==> src/stpic_defs.svh <==
`ifndef STPIC_DEFS_SVH
`define STPIC_DEFS_SVH

// Register byte offsets
`define STPIC_OFF_STATUS 8'h00
`define STPIC_OFF_MASK 8'h04
`define STPIC_OFF_CTRL 8'h08
`define STPIC_OFF_STATE 8'h0c

// Reset values
`define STPIC_RST_MASK 12'h000
`define STPIC_RST_CTRL 4'h0

// Status layout: parity events, BIST passes, align errors, one bit per channel
`define STPIC_ST_PAR_LSB 0
`define STPIC_ST_BIST_LSB 4
`define STPIC_ST_ALIGN_LSB 8

// Character sent in place of a character with bad parity
`define STPIC_BAD_CHAR 10'h278

// BIST sequence length in characters, and last count of a pass
`define STPIC_BIST_LEN 511
`define STPIC_BIST_LAST 9'h1fe

// Phase-align buffer occupancy: empty, centre, full
`define STPIC_LVL_EMPTY 2'h0
`define STPIC_LVL_CENTRE 2'h1
`define STPIC_LVL_FULL 2'h2

`endif

==> src/stpic_pkg.sv <==
package stpic_pkg;
  // Three-level static select as seen after level conversion
  typedef enum logic [1:0] {
    STPIC_SEL_LOW = 2'b00,
    STPIC_SEL_MID = 2'b01,
    STPIC_SEL_HIGH = 2'b10
  } stpic_sel_t;
endpackage

==> src/stpic_sync.sv <==
module stpic_sync #(
  parameter int W = 1
) (
  input wire logic core_clk,
  input wire logic reset,
  input wire logic [W-1:0] async_in,
  output logic [W-1:0] sync_out,
  output logic [W-1:0] rise,
  output logic [W-1:0] fall
);
  logic [W-1:0] meta_r;
  logic [W-1:0] sync_r;
  logic [W-1:0] prev_r;
  logic [2:0] fill_r;

  // First stage is read only by the second stage
  always_ff @(posedge core_clk) begin
    if (reset) begin
      meta_r <= '0;
      sync_r <= '0;
      prev_r <= '0;
      fill_r <= '0;
    end else begin
      meta_r <= async_in;
      sync_r <= meta_r;
      prev_r <= sync_r;
      fill_r <= {fill_r[1:0], 1'b1};
    end
  end

  // Edges wait until the last stage holds a real pin sample, so a pin
  // that is high at reset release does not fake an edge
  assign sync_out = sync_r;
  assign rise = sync_r & ~prev_r & {W{fill_r[2]}};
  assign fall = ~sync_r & prev_r & {W{fill_r[2]}};
endmodule

==> src/stpic_clkgen.sv <==
module stpic_clkgen #(
  parameter int CW = 8
) (
  input wire logic core_clk,
  input wire logic reset,
  input wire logic ref_rise,
  input wire logic ref_fall,
  input wire logic rate_high,
  output logic char_tick,
  output logic clk_out,
  output logic clk_out_n
);
  logic tick_nxt;
  logic [CW-1:0] cnt_r;
  logic [CW-1:0] half_r;
  logic char_tick_r;
  logic clk_r;
  logic clk_n_r;

  // Half-rate reference: both reference edges make a character time
  assign tick_nxt = ref_rise | (rate_high & ref_fall);

  // Output is high for half of the last measured character period
  always_ff @(posedge core_clk) begin
    if (reset) begin
      cnt_r <= '0;
      half_r <= '0;
      char_tick_r <= 1'b0;
      clk_r <= 1'b0;
      clk_n_r <= 1'b1;
    end else begin
      char_tick_r <= tick_nxt;
      if (tick_nxt) begin
        cnt_r <= '0;
        half_r <= cnt_r >> 1;
        clk_r <= 1'b1;
        clk_n_r <= 1'b0;
      end else begin
        if (cnt_r != '1) cnt_r <= cnt_r + 1'b1;
        if (cnt_r >= half_r) begin
          clk_r <= 1'b0;
          clk_n_r <= 1'b1;
        end
      end
    end
  end

  assign char_tick = char_tick_r;
  assign clk_out = clk_r;
  assign clk_out_n = clk_n_r;
endmodule

==> src/stpic_top.sv <==
`include "stpic_defs.svh"

module stpic_top #(
  parameter int NCH = 4,
  parameter int CW = 10
) (
  input wire logic core_clk,
  input wire logic reset,
  input wire logic [7:0] reg_addr,
  input wire logic [31:0] reg_wdata,
  input wire logic reg_wr,
  input wire logic reg_rd,
  output logic [31:0] reg_rdata,
  input wire logic reference_clock_in,
  input wire logic [NCH-1:0] tx_channel_input_clock,
  input wire logic [NCH-1:0][CW-1:0] tx_char_in,
  input wire logic [NCH-1:0] tx_odd_parity_in,
  input wire stpic_pkg::stpic_sel_t parity_control,
  input wire stpic_pkg::stpic_sel_t tx_input_clock_select,
  input wire logic tx_rate_select,
  input wire logic tx_align_reset_n,
  input wire logic [NCH-1:0] tx_word_sync_in,
  output logic [NCH-1:0][CW-1:0] tx_char_out,
  output logic tx_char_valid,
  output logic [NCH-1:0] tx_error_flag,
  output logic tx_phase_align_en,
  output logic tx_char_clock_out,
  output logic tx_char_clock_out_n,
  output logic irq
);
  import stpic_pkg::*;

  localparam int SW = 1 + NCH + NCH * CW + NCH + 2 + 2 + 1 + 1 + NCH;

  logic [SW-1:0] pin_async;
  logic [SW-1:0] pin_sync;
  logic [SW-1:0] pin_rise;
  logic [SW-1:0] pin_fall;
  logic ref_s;
  logic ref_rise;
  logic ref_fall;
  logic [NCH-1:0] chclk_rise;
  logic [NCH-1:0][CW-1:0] data_s;
  logic [NCH-1:0] par_s;
  stpic_sel_t pctl_s;
  stpic_sel_t csel_s;
  logic rate_s;
  logic arst_n_s;
  logic [NCH-1:0] wsync_s;

  // All pins share one synchroniser so data and clock edges keep their alignment
  assign pin_async = {tx_word_sync_in, tx_align_reset_n, tx_rate_select,
                      2'(tx_input_clock_select), 2'(parity_control), tx_odd_parity_in,
                      tx_char_in, tx_channel_input_clock, reference_clock_in};

  stpic_sync #(.W(SW)) u_sync (
    .core_clk(core_clk),
    .reset(reset),
    .async_in(pin_async),
    .sync_out(pin_sync),
    .rise(pin_rise),
    .fall(pin_fall)
  );

  assign ref_s = pin_sync[0];
  assign ref_rise = pin_rise[0];
  assign ref_fall = pin_fall[0];
  assign chclk_rise = pin_rise[NCH:1];
  assign data_s = pin_sync[NCH+NCH*CW:NCH+1];
  assign par_s = pin_sync[2*NCH+NCH*CW:NCH+NCH*CW+1];
  assign pctl_s = stpic_sel_t'(pin_sync[2*NCH+NCH*CW+2:2*NCH+NCH*CW+1]);
  assign csel_s = stpic_sel_t'(pin_sync[2*NCH+NCH*CW+4:2*NCH+NCH*CW+3]);
  assign rate_s = pin_sync[2*NCH+NCH*CW+5];
  assign arst_n_s = pin_sync[2*NCH+NCH*CW+6];
  assign wsync_s = pin_sync[SW-1:SW-NCH];

  // Character clock and its true and complement output
  logic char_tick;
  stpic_clkgen #(.CW(8)) u_clkgen (
    .core_clk(core_clk),
    .reset(reset),
    .ref_rise(ref_rise),
    .ref_fall(ref_fall),
    .rate_high(rate_s),
    .char_tick(char_tick),
    .clk_out(tx_char_clock_out),
    .clk_out_n(tx_char_clock_out_n)
  );

  // Static modes
  logic par_en;
  logic pa_en;
  logic ref_cap;
  assign par_en = (pctl_s != STPIC_SEL_LOW);
  assign pa_en = (csel_s != STPIC_SEL_LOW) || rate_s;
  assign ref_cap = ref_rise | (rate_s & ref_fall);

  // Registers
  logic [11:0] status_r;
  logic [11:0] mask_r;
  logic [NCH-1:0] ctrl_r;
  logic [31:0] rdata_r;
  logic irq_r;
  logic pa_en_r;
  logic wr_status;
  logic wr_mask;
  logic wr_ctrl;
  logic [11:0] ev_set;
  logic [11:0] status_nxt;
  logic [31:0] rdata_nxt;

  // Per-channel state
  logic [NCH-1:0] cap_stb;
  logic [NCH-1:0][CW-1:0] in_reg_r;
  logic [NCH-1:0] in_par_r;
  logic [NCH-1:0] par_bad;
  logic [NCH-1:0][CW-1:0] out_r;
  logic [NCH-1:0][8:0] bist_cnt_r;
  logic [NCH-1:0] bist_pass;
  logic [NCH-1:0][1:0] lvl_r;
  logic [NCH-1:0] under;
  logic [NCH-1:0] over;
  logic [NCH-1:0] aerr_r;
  logic [NCH-1:0] aerr_nxt;
  logic [NCH-1:0] perr_r;
  logic [NCH-1:0] perr_nxt;
  logic [NCH-1:0] bist_r;
  logic [NCH-1:0] bist_nxt;
  logic [NCH-1:0] flag_r;
  logic valid_r;

  genvar i;
  generate
    for (i = 0; i < NCH; i++) begin : g_ch
      assign cap_stb[i] = (csel_s == STPIC_SEL_LOW) ? ref_cap :
                          (csel_s == STPIC_SEL_HIGH) ? chclk_rise[0] :
                          chclk_rise[i];
      // odd parity good when XOR is one
      assign par_bad[i] = par_en && char_tick && !(^{in_reg_r[i], in_par_r[i]});
      assign bist_pass[i] = ctrl_r[i] && char_tick &&
                            (bist_cnt_r[i] == `STPIC_BIST_LAST);
      assign under[i] = pa_en && char_tick && !cap_stb[i] &&
                        (lvl_r[i] == `STPIC_LVL_EMPTY);
      assign over[i] = pa_en && cap_stb[i] && !char_tick &&
                       (lvl_r[i] == `STPIC_LVL_FULL);
      // sticky until word sync or align reset
      // A new fault in the clearing cycle wins, so it is never lost
      assign aerr_nxt[i] = under[i] || over[i] ||
                           (aerr_r[i] && arst_n_s && !wsync_s[i]);
      // flag held for one character time
      assign perr_nxt[i] = char_tick ? par_bad[i] : perr_r[i];
      // pass pulse for one character time
      assign bist_nxt[i] = char_tick ? bist_pass[i] : bist_r[i];

      always_ff @(posedge core_clk) begin
        if (reset) begin
          in_reg_r[i] <= '0;
          in_par_r[i] <= 1'b1;
        end else if (cap_stb[i]) begin
          in_reg_r[i] <= data_s[i];
          in_par_r[i] <= par_s[i];
        end
      end

      always_ff @(posedge core_clk) begin
        if (reset) begin
          out_r[i] <= '0;
        end else if (char_tick) begin
          out_r[i] <= par_bad[i] ? `STPIC_BAD_CHAR : in_reg_r[i];
        end
      end

      // Counts character times while BIST runs; restarts when disabled
      always_ff @(posedge core_clk) begin
        if (reset || !ctrl_r[i]) begin
          bist_cnt_r[i] <= '0;
        end else if (char_tick) begin
          bist_cnt_r[i] <= bist_pass[i] ? 9'h000 : bist_cnt_r[i] + 9'h001;
        end
      end

      // Occupancy model of the phase-align buffer, re-centred by align reset
      always_ff @(posedge core_clk) begin
        if (reset || !arst_n_s || !pa_en) begin
          lvl_r[i] <= `STPIC_LVL_CENTRE;
        end else if (cap_stb[i] && !char_tick && !over[i]) begin
          lvl_r[i] <= lvl_r[i] + 2'h1;
        end else if (char_tick && !cap_stb[i] && !under[i]) begin
          lvl_r[i] <= lvl_r[i] - 2'h1;
        end
      end
    end
  endgenerate

  always_ff @(posedge core_clk) begin
    if (reset) begin
      aerr_r <= '0;
      perr_r <= '0;
      bist_r <= '0;
      flag_r <= '0;
      valid_r <= 1'b0;
      pa_en_r <= 1'b0;
    end else begin
      aerr_r <= aerr_nxt;
      perr_r <= perr_nxt;
      bist_r <= bist_nxt;
      flag_r <= perr_nxt | bist_nxt | aerr_nxt;
      valid_r <= char_tick;
      pa_en_r <= pa_en;
    end
  end

  // Register slave
  assign wr_status = reg_wr && (reg_addr == `STPIC_OFF_STATUS);
  assign wr_mask = reg_wr && (reg_addr == `STPIC_OFF_MASK);
  assign wr_ctrl = reg_wr && (reg_addr == `STPIC_OFF_CTRL);
  assign ev_set = {(aerr_nxt & ~aerr_r), bist_pass, par_bad};
  // Set wins over a write-one clear in the same cycle
  assign status_nxt = (status_r & ~(wr_status ? reg_wdata[11:0] : 12'h000)) | ev_set;
  assign rdata_nxt =
    (reg_addr == `STPIC_OFF_STATUS) ? {20'h0_0000, status_r} :
    (reg_addr == `STPIC_OFF_MASK) ? {20'h0_0000, mask_r} :
    (reg_addr == `STPIC_OFF_CTRL) ? {28'h000_0000, ctrl_r} :
    (reg_addr == `STPIC_OFF_STATE) ? {16'h0000, 7'h00, pa_en_r, aerr_r, flag_r} :
    32'h0000_0000;

  always_ff @(posedge core_clk) begin
    if (reset) begin
      status_r <= '0;
      mask_r <= `STPIC_RST_MASK;
      ctrl_r <= `STPIC_RST_CTRL;
      rdata_r <= '0;
      irq_r <= 1'b0;
    end else begin
      status_r <= status_nxt;
      if (wr_mask) mask_r <= reg_wdata[11:0];
      if (wr_ctrl) ctrl_r <= reg_wdata[NCH-1:0];
      rdata_r <= reg_rd ? rdata_nxt : 32'h0000_0000;
      irq_r <= |(status_nxt & mask_r);
    end
  end

  assign reg_rdata = rdata_r;
  assign irq = irq_r;
  assign tx_char_out = out_r;
  assign tx_char_valid = valid_r;
  assign tx_error_flag = flag_r;
  assign tx_phase_align_en = pa_en_r;
endmodule

==> config.mk <==
export PLATFORM = sky130hd
export DESIGN_NAME = stpic_top
export DESIGN_NICKNAME = d
export VERILOG_FILES = /design/src/stpic_pkg.sv /design/src/stpic_sync.sv /design/src/stpic_clkgen.sv /design/src/stpic_top.sv
export VERILOG_INCLUDE_DIRS = /design/src
export SDC_FILE = /design/constraint.sdc
export NUM_CORES = 1
export LEC_CHECK = 0
export BUFFER_PORTS_ARGS = -buffer_cell sky130_fd_sc_hd__buf_2
export CAP_MARGIN = 20
export CORE_MARGIN = 5
export CORE_UTILIZATION = 57
export CTS_CLUSTER_DIAMETER = 200
export DETAILED_ROUTE_END_ITERATION = 10
export GPL_TIMING_DRIVEN = 0
export PLACE_DENSITY = 0.83
export REMOVE_ABC_BUFFERS = 1
export SYNTH_ARGS = -nofsm -noshare
export SYNTH_HDL_FRONTEND = slang
export SYNTH_HIERARCHICAL = 1
export SYNTH_SLANG_ARGS = --single-unit
==> constraint.sdc <==
create_clock -name core_clk -period 6 [get_ports core_clk]
set_clock_uncertainty 0.2 [all_clocks]
set_input_delay 0.6 -clock core_clk [delete_from_list [all_inputs] [get_ports core_clk]]
set_output_delay 0.6 -clock core_clk [all_outputs]
set_load 0.05 [all_outputs]
Yosys cells after proc, flatten, opt, wreduce, memory -nomap -nowiden
Cells that the tools add are included.
{"block": "classes", "mux": 41, "n_reduce_logical": 124, "n_lt_le_gt_ge": 1, "n_addsub": 13, "bitwise_logic": 17, "eq_ne": 13}
{"operator": "logical AND 1 bit", "n": 61}
{"operator": "two-way mux 9 bit", "n": 6}
{"operator": "parity 11 bit", "n": 4}
{"operator": "two-way mux 10 bit", "n": 4}
{"operator": "adder 9 x 1 -> 9 bit, second input constant", "n": 4}
{"operator": "== test 9 bit, second input constant", "n": 4}
{"operator": "two-way mux 12 bit", "n": 3}
{"operator": "zero test 1 bit", "n": 27}
{"operator": "AND 12 bit", "n": 2}
{"operator": "two-way mux 1 bit", "n": 20}
{"operator": "== test 8 x 4 -> 1 bit, second input constant", "n": 2}
{"operator": "two-way mux 2 bit", "n": 8}
{"operator": "logical OR 1 bit", "n": 15}
{"operator": "nonzero test 2 bit", "n": 7}
{"operator": "inverter 12 bit", "n": 1}
{"operator": "OR 12 bit", "n": 1}
{"operator": "OR reduction 12 bit", "n": 1}
{"operator": "AND 5 bit", "n": 2}
{"operator": "== test 2 bit, second input constant", "n": 5}
{"operator": "zero test 2 bit", "n": 5}
{"operator": "adder 2 x 1 -> 2 bit, second input constant", "n": 4}
{"operator": "adder 8 x 1 -> 8 bit, second input constant", "n": 1}
{"operator": "== test 8 x 3 -> 1 bit, second input constant", "n": 1}
{"operator": "greater-or-equal comparator 8 x 7 -> 1 bit", "n": 1}
{"operator": "12 further kinds", "n": 20}
{"block": "totals", "regBits": 351, "output_inout_bits": 81, "inputBits": 103, "elab_cells": 251}

Longest topological paths before layout
Gate-level depths: netlist (run 1).
{"block": "depth", "depth_word": 15, "ltp_mapped": 10, "ltp_nobuf": 8}

By module
Netlist (run 1), hierarchy kept.
{"module": "stpic_top", "n_inst": 1, "area_each_um2": 8254.2, "cells_per_inst": 930, "seq_area_each_um2": 3743.6}
{"module": "stpic_sync", "n_inst": 1, "area_each_um2": 6218.5, "cells_per_inst": 511, "seq_area_each_um2": 3603.5}
{"module": "stpic_clkgen", "n_inst": 1, "area_each_um2": 869.6, "cells_per_inst": 94, "seq_area_each_um2": 360.3}

Worst setup path before layout (run 1)
OpenSTA, ideal clock, no wires.
{"block": "synth_path", "kind": "reg2reg", "from": "register u_sync.fill_r[2]", "to": "register irq_r, in the netlist irq", "setup_slack_ns": 3.497, "path_buffers": 2, "synth_period_minus_slack_ns": 2.503, "arrival_ns": 2.161, "setup_ns": 0.143, "t_required_ns": 5.657, "stages_incl_launch_ff": 10, "path_cell_list": "dfxtp_1 > buf_6 > clkbuf_2 > and3b_1 > a211oi_2 > o31ai_4 > mux2i_1 > a32o_1 > a222oi_1 > a41oi_1"}
{"block": "synth_between", "word_cells_on_any_way": 47, "classes_between": "7 x mux; 7 x bitwise; 33 x reduce/logical"}
{"element": "start, declared", "line": "stpic_sync.sv:14", "text": "logic [2:0] fill_r;"}
{"element": "start signal, assigned", "line": "stpic_sync.sv:27", "text": "fill_r <= {fill_r[1:0], 1'b1};"}
{"element": "AND 5 bit (*)", "line": "stpic_sync.sv:34", "text": "assign rise = sync_r & ~prev_r & {W{fill_r[2]}};"}
{"element": "named net pin_rise[0]", "line": "stpic_top.sv:37", "text": "logic [SW-1:0] pin_rise;"}
{"element": "OR 1 bit (*)", "line": "stpic_top.sv:96", "text": "assign ref_cap = ref_rise | (rate_s & ref_fall);"}
{"element": "two-way mux 1 bit", "line": "stpic_top.sv:135", "text": "assign cap_stb[i] = (csel_s == STPIC_SEL_LOW) ? ref_cap :"}
{"element": "zero test 1 bit or logical AND 1 bit (tied branches)", "line": "stpic_top.sv:142, stpic_top.sv:144"}
{"element": "logical AND 1 bit, on equally long branches (2 in series)", "line": "stpic_top.sv:142, stpic_top.sv:144"}
{"element": "logical OR 1 bit (2 in series)", "line": "stpic_top.sv:148", "text": "assign aerr_nxt[i] = under[i] || over[i] ||"}
{"element": "AND 4 bit (*)", "line": "stpic_top.sv:217", "text": "assign ev_set = {(aerr_nxt & ~aerr_r), bist_pass, par_bad};"}
{"element": "OR 12 bit (*)", "line": "stpic_top.sv:219", "text": "assign status_nxt = (status_r & ~(wr_status ? reg_wdata[11:0] : 12'h000)) | ev_set;"}
{"element": "AND 12 bit (*)", "line": "stpic_top.sv:239", "text": "irq_r <= |(status_nxt & mask_r);"}
{"element": "OR reduction 12 bit (*)", "line": "stpic_top.sv:239"}
{"element": "end signal, assigned", "line": "stpic_top.sv:239"}
{"element": "end, declared", "line": "stpic_top.sv:103", "text": "logic irq_r;"}
The timed path passes the listed nets; every way through them passes the cells marked *.
A chain may end at the register's enable or synchronous reset.

Worst setup path in the final report (run 1)
{"block": "layout_path", "from": "register u_clkgen.char_tick_r, in the netlist u_clkgen/char_tick", "to": "register out_r (netlist bit tx_char_out[19])"}
{"block": "layout_between", "elab_chain_cells": 3}
{"element": "start, declared", "line": "stpic_clkgen.sv:16", "text": "logic char_tick_r;"}
{"element": "start signal, assigned", "line": "stpic_clkgen.sv:32", "text": "char_tick_r <= tick_nxt;"}
{"element": "logical AND 1 bit (2 in series)", "line": "stpic_top.sv:139", "text": "assign par_bad[i] = par_en && char_tick && !(^{in_reg_r[i], in_par_r[i]});"}
{"element": "two-way mux 10 bit", "line": "stpic_top.sv:169", "text": "out_r[i] <= par_bad[i] ? `STPIC_BAD_CHAR : in_reg_r[i];"}
{"element": "end signal, assigned by index", "line": "stpic_top.sv:169"}
{"element": "end, declared", "line": "stpic_top.sv:117", "text": "logic [NCH-1:0][CW-1:0] out_r;"}
Parallel ways exist; a longest one is shown, timed or not.

==> results by group, run 1 <==
Hold path
  • Hold crit path type: in -> reg

Floorplan
  • Die H: 160 microns
  • Die ar.: 25,700 sq um
  • Starting Density: 57.3%
  • DIE WIDTH: 160 microns
  • # IOs: 184
  • FP Rows: 55
  • CORE AREA: 22,400 sq um

Global route
  • Vias in the first global route: 8,636
  • Antenna violations before repair: 3
  • Gr usage total: 19.6%
  • First-pass GRT wire length: 42,500 microns
  • Grt ovf: 0
  • Largest net degree at the start of global routing: 138

Place
  • I/O Buffers: 143
  • Placed Cells: 1,659
  • Setup Slack @ Placement: 2.59 ns
  • Placed Area: 13,500 sq um
  • GP Congestion: 0.822
  • DP HPWL: 17,100 microns

Clock tree
  • H-tree depth: 2
  • CTS tree: built
  • Post_cts resized: 0
  • CTS Buffer Depth: 3
  • Cts bufs inserted: 35
  • # hold bufs at CTS: 0
  • Post-CTS setup buffers: 0
  • Clock transition at path regs: 0.06 ns
  • CTS sink cnt: 331
  • Clk root buf: clkbuf_16
  • Worst-skew pair later-pin latency: 0.51 ns

Worst setup path
  • Critical Path Sink Type: register
  • Critical Path RT: 6.18 ns
  • Critical path data arrival time: 3.67 ns
  • Worst Path Max Fanout: 53
  • Startpoint types: register
  • Crit path kind: reg -> reg

Layout
  • # fillers: 1,782
  • Final core occ: 65.9%
  • Final Non-Filler Cells: 1,726
  • Design area: 14,800 sq um
  • Fraction of layout instances using a drive strength above 1: 21.5%
  • P&R area growth vs syn: 15.0%
  • Layout Nets: 1,534

Route
  • Routed Antenna Nets: 0
  • Via count: 9,023
  • DRC violations left: 0
  • 1st-iter DRT viols: 505
  • DR WL/cell: 15.0 microns
  • Avg Vias per Cell: 5.23
  • Final WL: 25,900 microns
  • Drt first pass iters: 5

Power
  • Pwr per Cell Area: 317 nW/um^2
  • VDD IR max: 0.231 mV
  • Leakage: 5.76 nW
  • Total power: 4.69 mW

STA
  • Max Clk Rate: 287 MHz
  • Hold Vio Cnt, Final: 0
  • Fin Setup TNS: 0 ns
  • Slew headroom: 27.3%
  • WHS: 0.0943 ns
  • RSZ-0062 raised after global routing: no
  • Crit share post-route: 58.1%
  • Fin worst setup slack: 2.51 ns
  • Worst-margin pin slew: 1.08 ns
  • Max Slew Vio Count: 0
  • Setup violators final: 0
  • Final min period: 3.49 ns

Yosys
  • Ys Warns: 6
  • Mean post-synth cell area: 9.89 sq um
  • Mapped cell area: 12,900 sq um
  • Post-synthesis cell count: 1,300

Run
  • Max Cap Viol: 0

Status
  • Status: finished, final reports clean
## state kept, by name, summed over array words and instances (netlist names), 5 cells and up
| name | count |
|---|---|
| lvl_r | 8 |
| bist_cnt_r | 36 |
| u_sync/meta_r | 59 |
| reg_rdata | 12 |
| u_clkgen/half_r | 7 |
| u_sync/sync_out | 59 |
| u_sync/prev_r | 5 |
| status_r | 12 |
| tx_char_out | 40 |
| mask_r | 12 |
| in_reg_r | 40 |
| u_clkgen/cnt_r | 8 |
## path summary, 6_finish.rpt
check,from,endpoint,slack [ns],cells after the start
max,u_clkgen/char_tick$_SDFF_PP0_,tx_char_out[19]$_SDFFE_PP0P_,2.51,4
min,tx_char_in[28],u_sync/meta_r[33]$_SDFF_PP0_,0.09,2
max reg2reg,u_clkgen/char_tick$_SDFF_PP0_,tx_char_out[19]$_SDFFE_PP0P_,2.51,4
min reg2reg,u_sync/meta_r[51]$_SDFF_PP0_,u_sync/sync_out[51]$_SDFF_PP0_,0.23,1
## where the power goes
group	switching, mW	leakage [nW]	internal [mW]
Combinational	0.124	2.47	0.0863
Clock	0.850	0.593	1.37
Sequential	0.0196	2.70	2.24
## metal layers
metal | up-vias | track usage (%) | part of all wire (%)
met5 | - | 0 | 0.077
met4 | 4 | 7.35 | 2.7
met3 | 57 | 4.21 | 6.1
met2 | 256 | 31.5 | 47
met1 | 4173 | 26.2 | 44
li1 | 4533 | - | -
## cell type report
| class | count | area, sq um | share of cell area, % |
|---|---|---|---|
| Multi-Input combinational cell | 865 | 5630 | 38.1 |
| Timing Repair Buffer | 150 | 842 | 5.70 |
| Clock inverter | 15 | 215 | 1.46 |
| Tap cell | 285 | 357 | 2.41 |
| Inverter | 32 | 121 | 0.821 |
| Clock buffer | 47 | 981 | 6.64 |
| Sequential cell | 331 | 6630 | 44.9 |
| Antenna cell | 1 | 2.50 | 0.0169 |
## cells in the final DEF (no fill, tap or decap), types with 7 or more instances in the layout
master	instances
nor2_1	170
clkbuf_16	35
conb_1	20
nor3_1	12
xor2_1	24
and3_1	10
clkinv_2	7
nand4_1	19
ha_1	16
nand2_1	99
dfxtp_1	330
inv_1	30
mux2i_1	61
nor2b_1	58
buf_2	143
xnor2_1	45
a21oi_1	64
nand3_1	36
o21ai_0	32
nor2b_2	76
a211oi_1	14
## worst max-delay path: stages, from the launching register on
cell,delay (ns)
dfxtp_4,0.64
clkinv_2,0.80
nor2_1,0.66
nand2_1,0.54
a311oi_1,0.47
Power figures use the tool's default switching activity.
==> run 2, diff against run 1 <==
--- a/config.mk
+++ b/config.mk
@@ -6,6 +6,7 @@
 export SDC_FILE = /design/constraint.sdc
 export NUM_CORES = 1
 export LEC_CHECK = 0
+export ABC_AREA = 1
 export BUFFER_PORTS_ARGS = -buffer_cell sky130_fd_sc_hd__buf_2
 export CAP_MARGIN = 20
 export CORE_MARGIN = 5
==> constraint.sdc (replaced) <==
create_clock -name core_clk -period 3.5 [get_ports core_clk]
set_clock_uncertainty 0.2 [all_clocks]
set_input_delay 0.35 -clock core_clk [delete_from_list [all_inputs] [get_ports core_clk]]
set_output_delay 0.35 -clock core_clk [all_outputs]
set_load 0.05 [all_outputs]
==> run 2 against run 1 <==
  * Via count increased by 22%
  * Cell count increased by 30%
  * Clock power increased by 59%
  * Worst setup slack got worse by 2.0 ns
  * Global-route usage increased by 1.8 points
  * Non-clock buffer count increased by 67
  * Sequential power increased by 73%
  * Worst hold slack got worse by 0.028 ns
  * Utilization increased by 3.3 points
  * Area after synthesis increased by 2.8%
  * Cell area increased by 6.4%
  * Sequential cell count unchanged
  * Largest power group unchanged
  * Highest routed layer is now met4
==> results by group, run 2 <==
Route
  • Routed Antenna Nets: 0
  • DR WL/cell: 12.9 microns
  • Final WL: 28,700 microns
  • 1st-iter DRT viols: 597
  • DRC violations left: 0
  • Avg Vias per Cell: 4.94
  • Via count: 11.0k
  • Drt first pass iters: 6

Place
  • Placed Cells: 2,105
  • GP Congestion: 0.900
  • DP HPWL: 18,300 microns
  • I/O Buffers: 143
  • Setup Slack @ Placement: 0.479 ns

Hold path
  • WHS Path Cells: 4
  • Min-delay src: reg_wr
  • Hold Path End: status_r[4]$_SDFF_PP0_
  • Hold crit path type: in -> reg

Layout
  • Diode count: 0
  • # fillers: 1,715
  • Layout Nets: 2,046
  • P&R area growth vs syn: 18.9%
  • Sequential Area: 6630 sq um
  • Fraction of layout instances using a drive strength above 1: 12.3%
  • Area of the multi-input gates: 5010 sq um
  • Final Non-Filler Cells: 2,236
  • Most frequent cells in the layout: 330 x dfxtp_1, 326 x nand2_1, 290 x inv_1
  • Most frequent standard cell in the layout excluding fill and tap cells: dfxtp_1

Floorplan
  • CORE AREA: 22,700 sq um
  • FP Rows: 55
  • Starting Density: 58.2%
  • Die ar.: 26,300 sq um
  • DIE WIDTH: 162 microns
  • # IOs: 184
  • Die H: 162 microns

Power
  • Pwr per Cell Area: 510 nW/um^2
  • Total power: 8.01 mW
  • Leakage: 7.33 nW
  • VDD IR max: 0.386 mV

Yosys
  • Mean post-synth cell area: 7.60 sq um
  • Ys Warns: 6
  • Mapped cell area: 13,200 sq um
  • Post-synthesis cell count: 1,738

Worst setup path
  • R2r endpoint: bist_cnt_r[14]$_SDFFE_PP0P_
  • Critical path data arrival time: 3.20 ns
  • Worst R2R Start: u_clkgen/char_tick$_SDFF_PP0_
  • Worst Path Max Fanout: 88
  • Critical Path Sink Type: register
  • R2R Setup Slk: 0.47 ns
  • FF-to-FF path depth: 5
  • Startpoint types: register
  • Crit path kind: reg -> reg
  • Critical Path RT: 3.67 ns

Global route
  • First-pass GRT wire length: 47,800 microns
  • Antenna violations before repair: 0
  • Largest net degree at the start of global routing: 103
  • Gr usage total: 21.5%
  • Grt ovf: 0
  • Vias in the first global route: 10.5k

STA
  • Max Slew Vio Count: 0
  • Setup violators final: 0
  • RSZ-0062 raised after global routing: no
  • Crit share post-route: 86.6%
  • Slew headroom: 33.3%
  • Final min period: 3.03 ns
  • Hold Vio Cnt, Final: 0
  • Worst-margin pin slew: 1.00 ns
  • Fin Setup TNS: 0 ns
  • Fin worst setup slack: 0.470 ns
  • Max Clk Rate: 330 MHz

Run
  • Max Cap Viol: 0

Status
  • Status: finished, final reports clean

Clock tree
  • Cts bufs inserted: 34
  • H-tree depth: 2
  • CTS sink cnt: 331
  • Clock transition at path regs: 0.06 ns
  • CTS tree: built
  • Worst-skew pair later-pin latency: 0.51 ns
  • CTS Buffer Depth: 3
  • Clk root buf: clkbuf_16
-- run 2: cell types whose count changed in the layout (fill, tap and decap cells not counted), sizes merged, moves of 11 or more --
cell	before	now
a21oi	65	98
a31oi	2	23
and3	11	0
dlygate4sd3	0	71
inv	34	299
mux2i	61	0
nand2	99	337
nand3	37	67
nor2	172	267
nor2b	134	0
o21ai	33	110
xnor2	45	6
-- run 2: timing repair --
item | 4_1_cts | 5_1_grt
resized for setup | 0 | 0
hold endpoints to repair | 77 | 0
buffers inserted | 0 | 0
hold buffers | 71 | 0
-- run 2: final cells by class --
| cell class | count | share of cell area, % |
|---|---|---|
| Clock buffer | 52 | 6.35 |
| Inverter | 298 | 7.13 |
| Clock inverter | 8 | 0.709 |
| Sequential cell | 331 | 42.2 |
| Multi-Input combinational cell | 1045 | 31.9 |
| Timing Repair Buffer | 217 | 9.49 |
| Tap cell | 285 | 2.27 |
-- run 2: critical path, stage by stage (launching register included) --
cell	delay (ns)
dfxtp_4	0.98
inv_2	0.67
nor4_1	0.47
nand4_1	0.18
nand2_1	0.27
nor3b_1	0.11
-- run 2: stage by stage --
stage                     area (sq um)  util, %  hold slack, ns
after CTS                        15700     69.2          0.0450
after floorplan                  12800        -           0.188
after global routing             15700     69.2          0.0851
after global placement           13800     60.9           0.189
after detailed placement         13900     61.2           0.193
final                            15700     69.2          0.0660
-- run 2: metal layers --
| layer | part of all wire, % | vias up | GRT usage (%) |
|---|---|---|---|
| li1 | - | 5738 | - |
| met1 | 43 | 4932 | 26.5 |
| met2 | 49 | 312 | 37.5 |
| met3 | 5.8 | 63 | 4.03 |
| met4 | 2.9 | 0 | 7.96 |
| met5 | 0 | - | 0 |
-- run 2: how the worst max path moves through the flow --
stage                                  startpoint                     endpoint  slack (ns)
finish              u_clkgen/char_tick$_SDFF_PP0_  bist_cnt_r[14]$_SDFFE_PP0P_        0.47
global route        u_clkgen/char_tick$_SDFF_PP0_  bist_cnt_r[10]$_SDFFE_PP0P_        0.17
CTS                 u_clkgen/char_tick$_SDFF_PP0_  bist_cnt_r[10]$_SDFFE_PP0P_        0.47
detailed placement  u_clkgen/char_tick$_SDFF_PP0_  bist_cnt_r[34]$_SDFFE_PP0P_        0.48
global placement                            reset      reg_rdata[5]$_SDFF_PP0_       -3.29
floorplan           u_clkgen/char_tick$_SDFF_PP0_   bist_cnt_r[1]$_SDFFE_PP0P_       0.006
-- run 2: power breakdown --
part / switching (mW) / internal [mW] / leakage [nW]
combinational: 0.341 / 0.206 / 4.09
sequential: 0.0510 / 3.87 / 2.70
clock: 1.41 / 2.12 / 0.541
